**config.mk**
```make
export PLATFORM = sky130hd
export DESIGN_NAME = rsc_sigpro_config_regs
export DESIGN_NICKNAME = d
export VERILOG_FILES = /design/src/verilog/rsc_channel_decode.v /design/src/verilog/rsc_sigpro_config_regs.v
export VERILOG_INCLUDE_DIRS = /design/src /design/src/verilog
export SDC_FILE = /design/constraint.sdc
export NUM_CORES = 1
export LEC_CHECK = 0
export BUFFER_PORTS_ARGS = -buffer_cell sky130_fd_sc_hd__buf_2
export CAP_MARGIN = 0
export CORE_MARGIN = 2
export CORE_UTILIZATION = 46
export DETAILED_ROUTE_END_ITERATION = 16
export GPL_ROUTABILITY_DRIVEN = 0
export GPL_TIMING_DRIVEN = 0
export PLACE_DENSITY_LB_ADDON = 0.25
export SLEW_MARGIN = 10
export SYNTH_ARGS = -nofsm -noshare
export SYNTH_HDL_FRONTEND = slang
export SYNTH_HIERARCHICAL = 1
export SYNTH_SLANG_ARGS = --single-unit
```
**constraint.sdc**
```tcl
create_clock -name clk_sys -period 1.3 [get_ports clk_sys]
set_input_delay 0.13 -clock clk_sys [delete_from_list [all_inputs] [get_ports clk_sys]]
set_output_delay 0.13 -clock clk_sys [all_outputs]
set_load 0.005 [all_outputs]
```
**src/verilog/rsc_defines.vh**
```
/*
 * rsc_defines.vh: register offsets, field positions, reset values and codes
 * for the receive signal-processing configuration bank.
 * Assumes: included by bare name; definitions only.
 */
`ifndef RSC_DEFINES_VH
`define RSC_DEFINES_VH

// ****************************************************************
// register map (printed offsets are indices, byte address = 4*index)
// ****************************************************************
`define RSC_IDX_CM_CONFIG      8'h1B
`define RSC_IDX_RM_CONFIG      8'h1C
`define RSC_IDX_W              8

// ****************************************************************
// card-mode configuration fields
// ****************************************************************
`define RSC_CM_FRAMING_HI      30
`define RSC_CM_FRAMING_LO      29
`define RSC_CM_TAPSEL_HI       28
`define RSC_CM_TAPSEL_LO       26
`define RSC_CM_EDGE_TH_HI      25
`define RSC_CM_EDGE_TH_LO      13
`define RSC_CM_BIT_TH_HI       12
`define RSC_CM_BIT_TH_LO       0
`define RSC_CM_WMASK           32'h7FFFFFFF

// ****************************************************************
// reader-mode configuration fields
// ****************************************************************
`define RSC_RM_CHSEL_HI        23
`define RSC_RM_CHSEL_LO        21
`define RSC_RM_WMASK           32'h00FFFFFF

// ****************************************************************
// reset values
// ****************************************************************
`define RSC_CM_RESET           32'h00000000
`define RSC_RM_RESET           32'h00000000
`define RSC_RDATA_UNMAPPED     32'h00000000

// ****************************************************************
// framing codes
// ****************************************************************
`define RSC_FRAME_14443A       2'h0
`define RSC_FRAME_18092        2'h1
`define RSC_SYNC_BYTE_18092    8'hF0

// ****************************************************************
// channel-select codes
// ****************************************************************
`define RSC_CH_BOTH            3'h0
`define RSC_CH_I_ONLY          3'h1
`define RSC_CH_Q_ONLY          3'h2
`define RSC_CH_STRONGEST       3'h4
`define RSC_CH_FIRST           3'h5

// ****************************************************************
// tap counts
// ****************************************************************
`define RSC_TAPS_0             6'h04
`define RSC_TAPS_1             6'h06
`define RSC_TAPS_2             6'h08
`define RSC_TAPS_3             6'h08
`define RSC_TAPS_4             6'h10
`define RSC_TAPS_5             6'h12
`define RSC_TAPS_6             6'h18
`define RSC_TAPS_7             6'h20

`endif

```
**src/verilog/rsc_channel_decode.v**
```verilog
/*
 * rsc_channel_decode.v: turns the phase channel-select code into
 * per-channel enables and selection-strategy flags.
 * Assumes: pure combinational use from the register bank.
 */
`timescale 1ns/1ps
`include "rsc_defines.vh"

module rsc_channel_decode (
   // code in
   input  wire [2:0] chanSel,
   // decoded
   output reg        useI,
   output reg        useQ,
   output reg        pickStrongest,
   output reg        pickFirst,
   output reg        chanReserved
);

   always @* begin
      useI          = 1'b0;
      useQ          = 1'b0;
      pickStrongest = 1'b0;
      pickFirst     = 1'b0;
      chanReserved  = 1'b0;
      case (chanSel)
         // both, I or Q
         `RSC_CH_BOTH: begin
            useI = 1'b1;
            useQ = 1'b1;
         end
         `RSC_CH_I_ONLY: begin
            useI = 1'b1;
         end
         `RSC_CH_Q_ONLY: begin
            useQ = 1'b1;
         end
         // strongest or earliest channel
         `RSC_CH_STRONGEST: begin
            useI          = 1'b1;
            useQ          = 1'b1;
            pickStrongest = 1'b1;
         end
         `RSC_CH_FIRST: begin
            useI      = 1'b1;
            useQ      = 1'b1;
            pickFirst = 1'b1;
         end
         // reserved codes flagged
         default: begin
            chanReserved = 1'b1;
         end
      endcase
   end

endmodule

```
**src/verilog/rsc_sigpro_config_regs.v**
```verilog
/*
 * rsc_sigpro_config_regs.v: card-mode and reader-mode receive signal
 * processing configuration registers behind an Avalon-MM slave.
 * Assumes: one clock clk_sys, synchronous active-high srst, mode detector
 * logic on the same clock.
 */
// What this block does
// mode detector writes detected framing itself
// framing 00 type A, 01 sync F0
// tap code maps to filter taps
// edge threshold feeds edge decision stage
// bit threshold feeds bit decision stage
// channel code selects I, Q or both
// 100 strongest channel, 101 first channel
// software writes reserved bits as zero
`timescale 1ns/1ps
`include "rsc_defines.vh"

module rsc_sigpro_config_regs (
   // clock and reset
   input  wire        clk_sys,
   input  wire        srst,
   // avalon-mm slave (word addresses)
   input  wire [7:0]  avsAddress,
   input  wire        avsRead,
   input  wire        avsWrite,
   input  wire [31:0] avsWriteData,
   input  wire [3:0]  avsByteEnable,
   output reg  [31:0] avsReadData,
   output wire        avsWaitRequest,
   // mode detector
   input  wire        autoModeEnable,
   input  wire        modeDetected,
   input  wire [1:0]  detectedFraming,
   // card-mode demodulator configuration
   output reg  [1:0]  rxFraming,
   output reg         framingTypeA,
   output reg         framingNfcSync,
   output reg  [7:0]  syncByte,
   output reg  [5:0]  edgeFilterTaps,
   output reg  [12:0] edgeDecisionThreshold,
   output reg  [12:0] bitDecisionThreshold,
   // reader-mode phase channel control
   output reg  [2:0]  phaseChannelSelect,
   output reg         useChannelI,
   output reg         useChannelQ,
   output reg         pickStrongest,
   output reg         pickFirst,
   output reg         channelCodeReserved
);

   // ****************************************************************
   // storage
   // ****************************************************************
   reg  [31:0] cmConfig;
   reg  [31:0] rmConfig;
   reg         ackPending;
   wire [31:0] byteMask;
   wire        hitCm;
   wire        hitRm;
   wire        busReq;
   wire        wrCm;
   wire        wrRm;
   wire        detWrite;
   wire        decI;
   wire        decQ;
   wire        decStrong;
   wire        decFirst;
   wire        decRes;
   reg  [5:0]  next_taps;
   reg  [31:0] next_cm;

   genvar gi;
   generate
      for (gi = 0; gi < 4; gi = gi + 1) begin : gMask
         assign byteMask[gi*8 +: 8] = {8{avsByteEnable[gi]}};
      end
   endgenerate

   assign hitCm    = (avsAddress == `RSC_IDX_CM_CONFIG);
   assign hitRm    = (avsAddress == `RSC_IDX_RM_CONFIG);
   assign busReq   = avsRead | avsWrite;
   // one wait cycle, then the access completes
   assign avsWaitRequest = busReq & ~ackPending;
   assign wrCm     = avsWrite & ackPending & hitCm;
   assign wrRm     = avsWrite & ackPending & hitRm;
   assign detWrite = autoModeEnable & modeDetected;

   // ****************************************************************
   // bus handshake and read data
   // ****************************************************************
   always @(posedge clk_sys) begin
      if (srst) begin
         ackPending  <= 1'b0;
         avsReadData <= `RSC_RDATA_UNMAPPED;
      end else begin
         ackPending <= busReq & ~ackPending;
         if (avsRead & ~ackPending) begin
            // reserved bits read as zero
            if (hitCm)
               avsReadData <= cmConfig & `RSC_CM_WMASK;
            else if (hitRm)
               avsReadData <= rmConfig & `RSC_RM_WMASK;
            else
               avsReadData <= `RSC_RDATA_UNMAPPED;
         end
      end
   end

   // ****************************************************************
   // register update
   // ****************************************************************
   always @* begin
      next_cm = cmConfig;
      if (wrCm) begin
         // reserved bit kept at zero
         next_cm = (cmConfig & ~(byteMask & `RSC_CM_WMASK)) |
                   (avsWriteData & byteMask & `RSC_CM_WMASK);
      end
      // detector overrides framing
      if (detWrite) begin
         next_cm[`RSC_CM_FRAMING_HI:`RSC_CM_FRAMING_LO] = detectedFraming;
      end
   end

   always @(posedge clk_sys) begin
      if (srst) begin
         cmConfig <= `RSC_CM_RESET;
         rmConfig <= `RSC_RM_RESET;
      end else begin
         cmConfig <= next_cm;
         if (wrRm) begin
            // reserved bits dropped
            rmConfig <= (rmConfig & ~(byteMask & `RSC_RM_WMASK)) |
                        (avsWriteData & byteMask & `RSC_RM_WMASK);
         end
      end
   end

   // ****************************************************************
   // card-mode and reader-mode field decode
   // ****************************************************************
   always @* begin
      // tap count lookup
      case (cmConfig[`RSC_CM_TAPSEL_HI:`RSC_CM_TAPSEL_LO])
         3'h0:    next_taps = `RSC_TAPS_0;
         3'h1:    next_taps = `RSC_TAPS_1;
         3'h2:    next_taps = `RSC_TAPS_2;
         3'h3:    next_taps = `RSC_TAPS_3;
         3'h4:    next_taps = `RSC_TAPS_4;
         3'h5:    next_taps = `RSC_TAPS_5;
         3'h6:    next_taps = `RSC_TAPS_6;
         default: next_taps = `RSC_TAPS_7;
      endcase
   end

   rsc_channel_decode uChanDec (
      .chanSel       (rmConfig[`RSC_RM_CHSEL_HI:`RSC_RM_CHSEL_LO]),
      .useI          (decI),
      .useQ          (decQ),
      .pickStrongest (decStrong),
      .pickFirst     (decFirst),
      .chanReserved  (decRes)
   );

   // outputs registered, so they follow the register one cycle later
   always @(posedge clk_sys) begin
      if (srst) begin
         rxFraming             <= 2'h0;
         framingTypeA          <= 1'b0;
         framingNfcSync        <= 1'b0;
         syncByte              <= 8'h00;
         edgeFilterTaps        <= 6'h00;
         edgeDecisionThreshold <= 13'h0000;
         bitDecisionThreshold  <= 13'h0000;
         phaseChannelSelect    <= 3'h0;
         useChannelI           <= 1'b0;
         useChannelQ           <= 1'b0;
         pickStrongest         <= 1'b0;
         pickFirst             <= 1'b0;
         channelCodeReserved   <= 1'b0;
      end else begin
         rxFraming <= cmConfig[`RSC_CM_FRAMING_HI:`RSC_CM_FRAMING_LO];
         // framing decode and sync byte
         framingTypeA   <= (cmConfig[`RSC_CM_FRAMING_HI:`RSC_CM_FRAMING_LO]
                            == `RSC_FRAME_14443A);
         framingNfcSync <= (cmConfig[`RSC_CM_FRAMING_HI:`RSC_CM_FRAMING_LO]
                            == `RSC_FRAME_18092);
         syncByte <= (cmConfig[`RSC_CM_FRAMING_HI:`RSC_CM_FRAMING_LO]
                      == `RSC_FRAME_18092) ? `RSC_SYNC_BYTE_18092 : 8'h00;
         // taps to edge filter
         edgeFilterTaps <= next_taps;
         // edge decision threshold
         edgeDecisionThreshold <=
            cmConfig[`RSC_CM_EDGE_TH_HI:`RSC_CM_EDGE_TH_LO];
         // bit decision threshold
         bitDecisionThreshold <=
            cmConfig[`RSC_CM_BIT_TH_HI:`RSC_CM_BIT_TH_LO];
         // channel usage
         phaseChannelSelect <= rmConfig[`RSC_RM_CHSEL_HI:`RSC_RM_CHSEL_LO];
         useChannelI         <= decI;
         useChannelQ         <= decQ;
         channelCodeReserved <= decRes;
         // strategy flags
         pickStrongest <= decStrong;
         pickFirst     <= decFirst;
      end
   end

endmodule

```
==> results.cfg <==
[status]
status = completed

[clocking]
cts_tree = done
cts.sinks = 130
clkTransAtPathRegs_ns = 0.06
htree_levels = 4
cts_buffer_depth = 2
cts_buffers = 17
clockRootBuffer = clkbuf_8
clock_latency_ns = 0.53

[yosys]
synth_area_um2 = 4766
netlist_top_cells_area = dfxtp_1 55%, mux2i_1 11%, nor2_1 6.9%
synthArstFlopShare = 0
syn_area_per_cell_um2 = 10.73
synth_edf_count = 0
yosysSeqAreaShare = 0.5461
synthDistinctLibCells = 35
synthFlopType = dfxtp_1
synth_cells = 444
synth_top_area_share = 0.5461
ys_warn_count = 6
yosysTopAreaCell = dfxtp_1
yosys_register_bits = 130

[worst_setup_path]
crit_fanout = 8
cp.required_ns = 1.70
cp.arrival_ns = 1.67
critPathKind = flip-flop to flip-flop
cp-start-kind = flip-flop
rrSetupSlack_ns = 0.03
worstSetupEndpointType = flip-flop

[cells_and_area]
fin_area_um2 = 6579
fin_util = 0.6459
n_antenna_cell = 0
syn2layout_area_growth_pct = 38.04
layout_common_cells = 131 x buf_2, 128 x dfxtp_1, 87 x nor2_1
fillers = 879
final_common_cell = buf_2
fin_nets = 685
drive_gt1_frac = 0.3173

[sta]
finalSetupViolCount = 0
hold_viol = 0
relSlewSlack = 0.6005
timing.final.crit_share = 0.9771
finalSetupTns_ns = 0
drv_slew = 0
skew_ns = 0.008706
rsz0062_at_grt = yes
worst_slew_pin_slew_ns = 0.5992
max_freq_mhz = 787.2
fin_crit_ns = 1.270

[routing]
dr.pass1.iters = 4
wl_per_cell_um = 15.15
vias_per_cell = 4.907
vias = 3837
ant_nets = 0
drt_iter0_markers = 92
finalWirelength_um = 11840
drcViolationCount = 0

[floorplanning]
initial_core_util = 0.4679
coreArea_um2 = 10180
die_w_um = 105.8
die_area_um2 = 11190
die_h_um = 105.8
ioPinCount = 137
std_cell_rows = 37

[global_routing]
overflow = 0
grt_pass1_wl_um = 18570
grt_max_degree = 17
grt_pass1_vias = 3756
track_usage = 0.2171
grt_antenna_before_repair = 0

[worst_hold_path]
hold_class = input pin to flip-flop

[pwr]
power_mw = 8.852
powerDensity_nw_per_um2 = 1346
peakVddDrop_mv = 0.7305
p_leak_nw = 3.291

[run]
max_cap_viol_count = 0

[place]
placed_area_um2 = 5598
io_buffers = 128
post-dp-hpwl_um = 7836
what timing repair did:
item	CTS	global route
endpoints found under the setup margin	85	82
setup buffers	1	1
endpoints found under the hold margin	71	0
resized for setup	12	18
hold buffers	34	0
gates cloned	1	0
pin swaps	8	2
metal layers:
metal,up-vias,GRT usage,wire length [um]
met5,-,0,0
met4,0,0.07895,177
met1,1809,0.2560,5054
met3,15,0.06617,601
li1,1908,-,-
met2,105,0.3724,6011
report_power, final:
| part | switching [mW] | leakage (nW) | internal (mW) |
|---|---|---|---|
| clock network | 1.84 | 0.259 | 2.55 |
| logic | 0.238 | 1.98 | 0.210 |
| registers | 0.0118 | 1.05 | 4.00 |
synth_stat cells, types with 2 or more instances:
library cell and count:
o41ai_1 2, buf_4 14, a2111oi_0 2, nand4_4 6
nor3b_1 2, nand2_1 3, buf_2 5, a31oi_1 2
nor3_1 3, nand2b_1 3, a22o_1 24, nor2b_1 38
dfxtp_1 130, a21oi_1 2, nor2_1 87, a22oi_1 31
mux2i_1 54, nand3b_1 2, clkbuf_1 18
worst max-delay path, cell delays in order, from the launching register on:
cell     delay, ns
dfxtp_4       0.36
and2_4        0.15
buf_8         0.14
nand4_4       0.21
mux2i_1       0.23
nor2_1        0.05
path summary, 6_finish.rpt:
check / startpoint / to / depth (start not counted)
hold reg to reg: ackPending / ackPending / 1
setup reg to reg: ackPending / flip-flop / 5
setup / recovery: ackPending / flip-flop / 5
hold / removal: srst / edgeDecisionThreshold[4] / 2
stage by stage:
step | std cells | worst slack (ns) | hold slack, ns
final | 782 | 0.02975 | 0.01906
after global routing | 782 | -0.07371 | 0.05770
after floorplan | 449 | 0.02138 | 0.2708
after global placement | 713 | -0.2824 | 0.3656
after CTS | 781 | 0.004611 | 0.01431
after detailed placement | 713 | -0.3403 | 0.3751
layout make-up:
cell class | count | area (um^2) | area share
Buffer | 39 | 249.0 | 0.03785
Clock buffer | 18 | 417.9 | 0.06352
Clock inverter | 14 | 131.4 | 0.01997
Timing Repair Buffer | 165 | 1007 | 0.1531
Inverter | 1 | 3.754 | 0.0005706
Sequential cell | 130 | 2608 | 0.3963
Multi-Input combinational cell | 279 | 1992 | 0.3028
Tap cell | 136 | 170.2 | 0.02587
logic make-up after synthesis:
logic type             Yosys count  synth area share
AOI/OAI and AO/OA               64            0.1066
buffers and inverters           40           0.04542
DFF                            130            0.5461
muxes                           54            0.1134
other                            1         0.0007869
and+or+nand+nor                155            0.1877
Power figures use the tool's default switching activity.
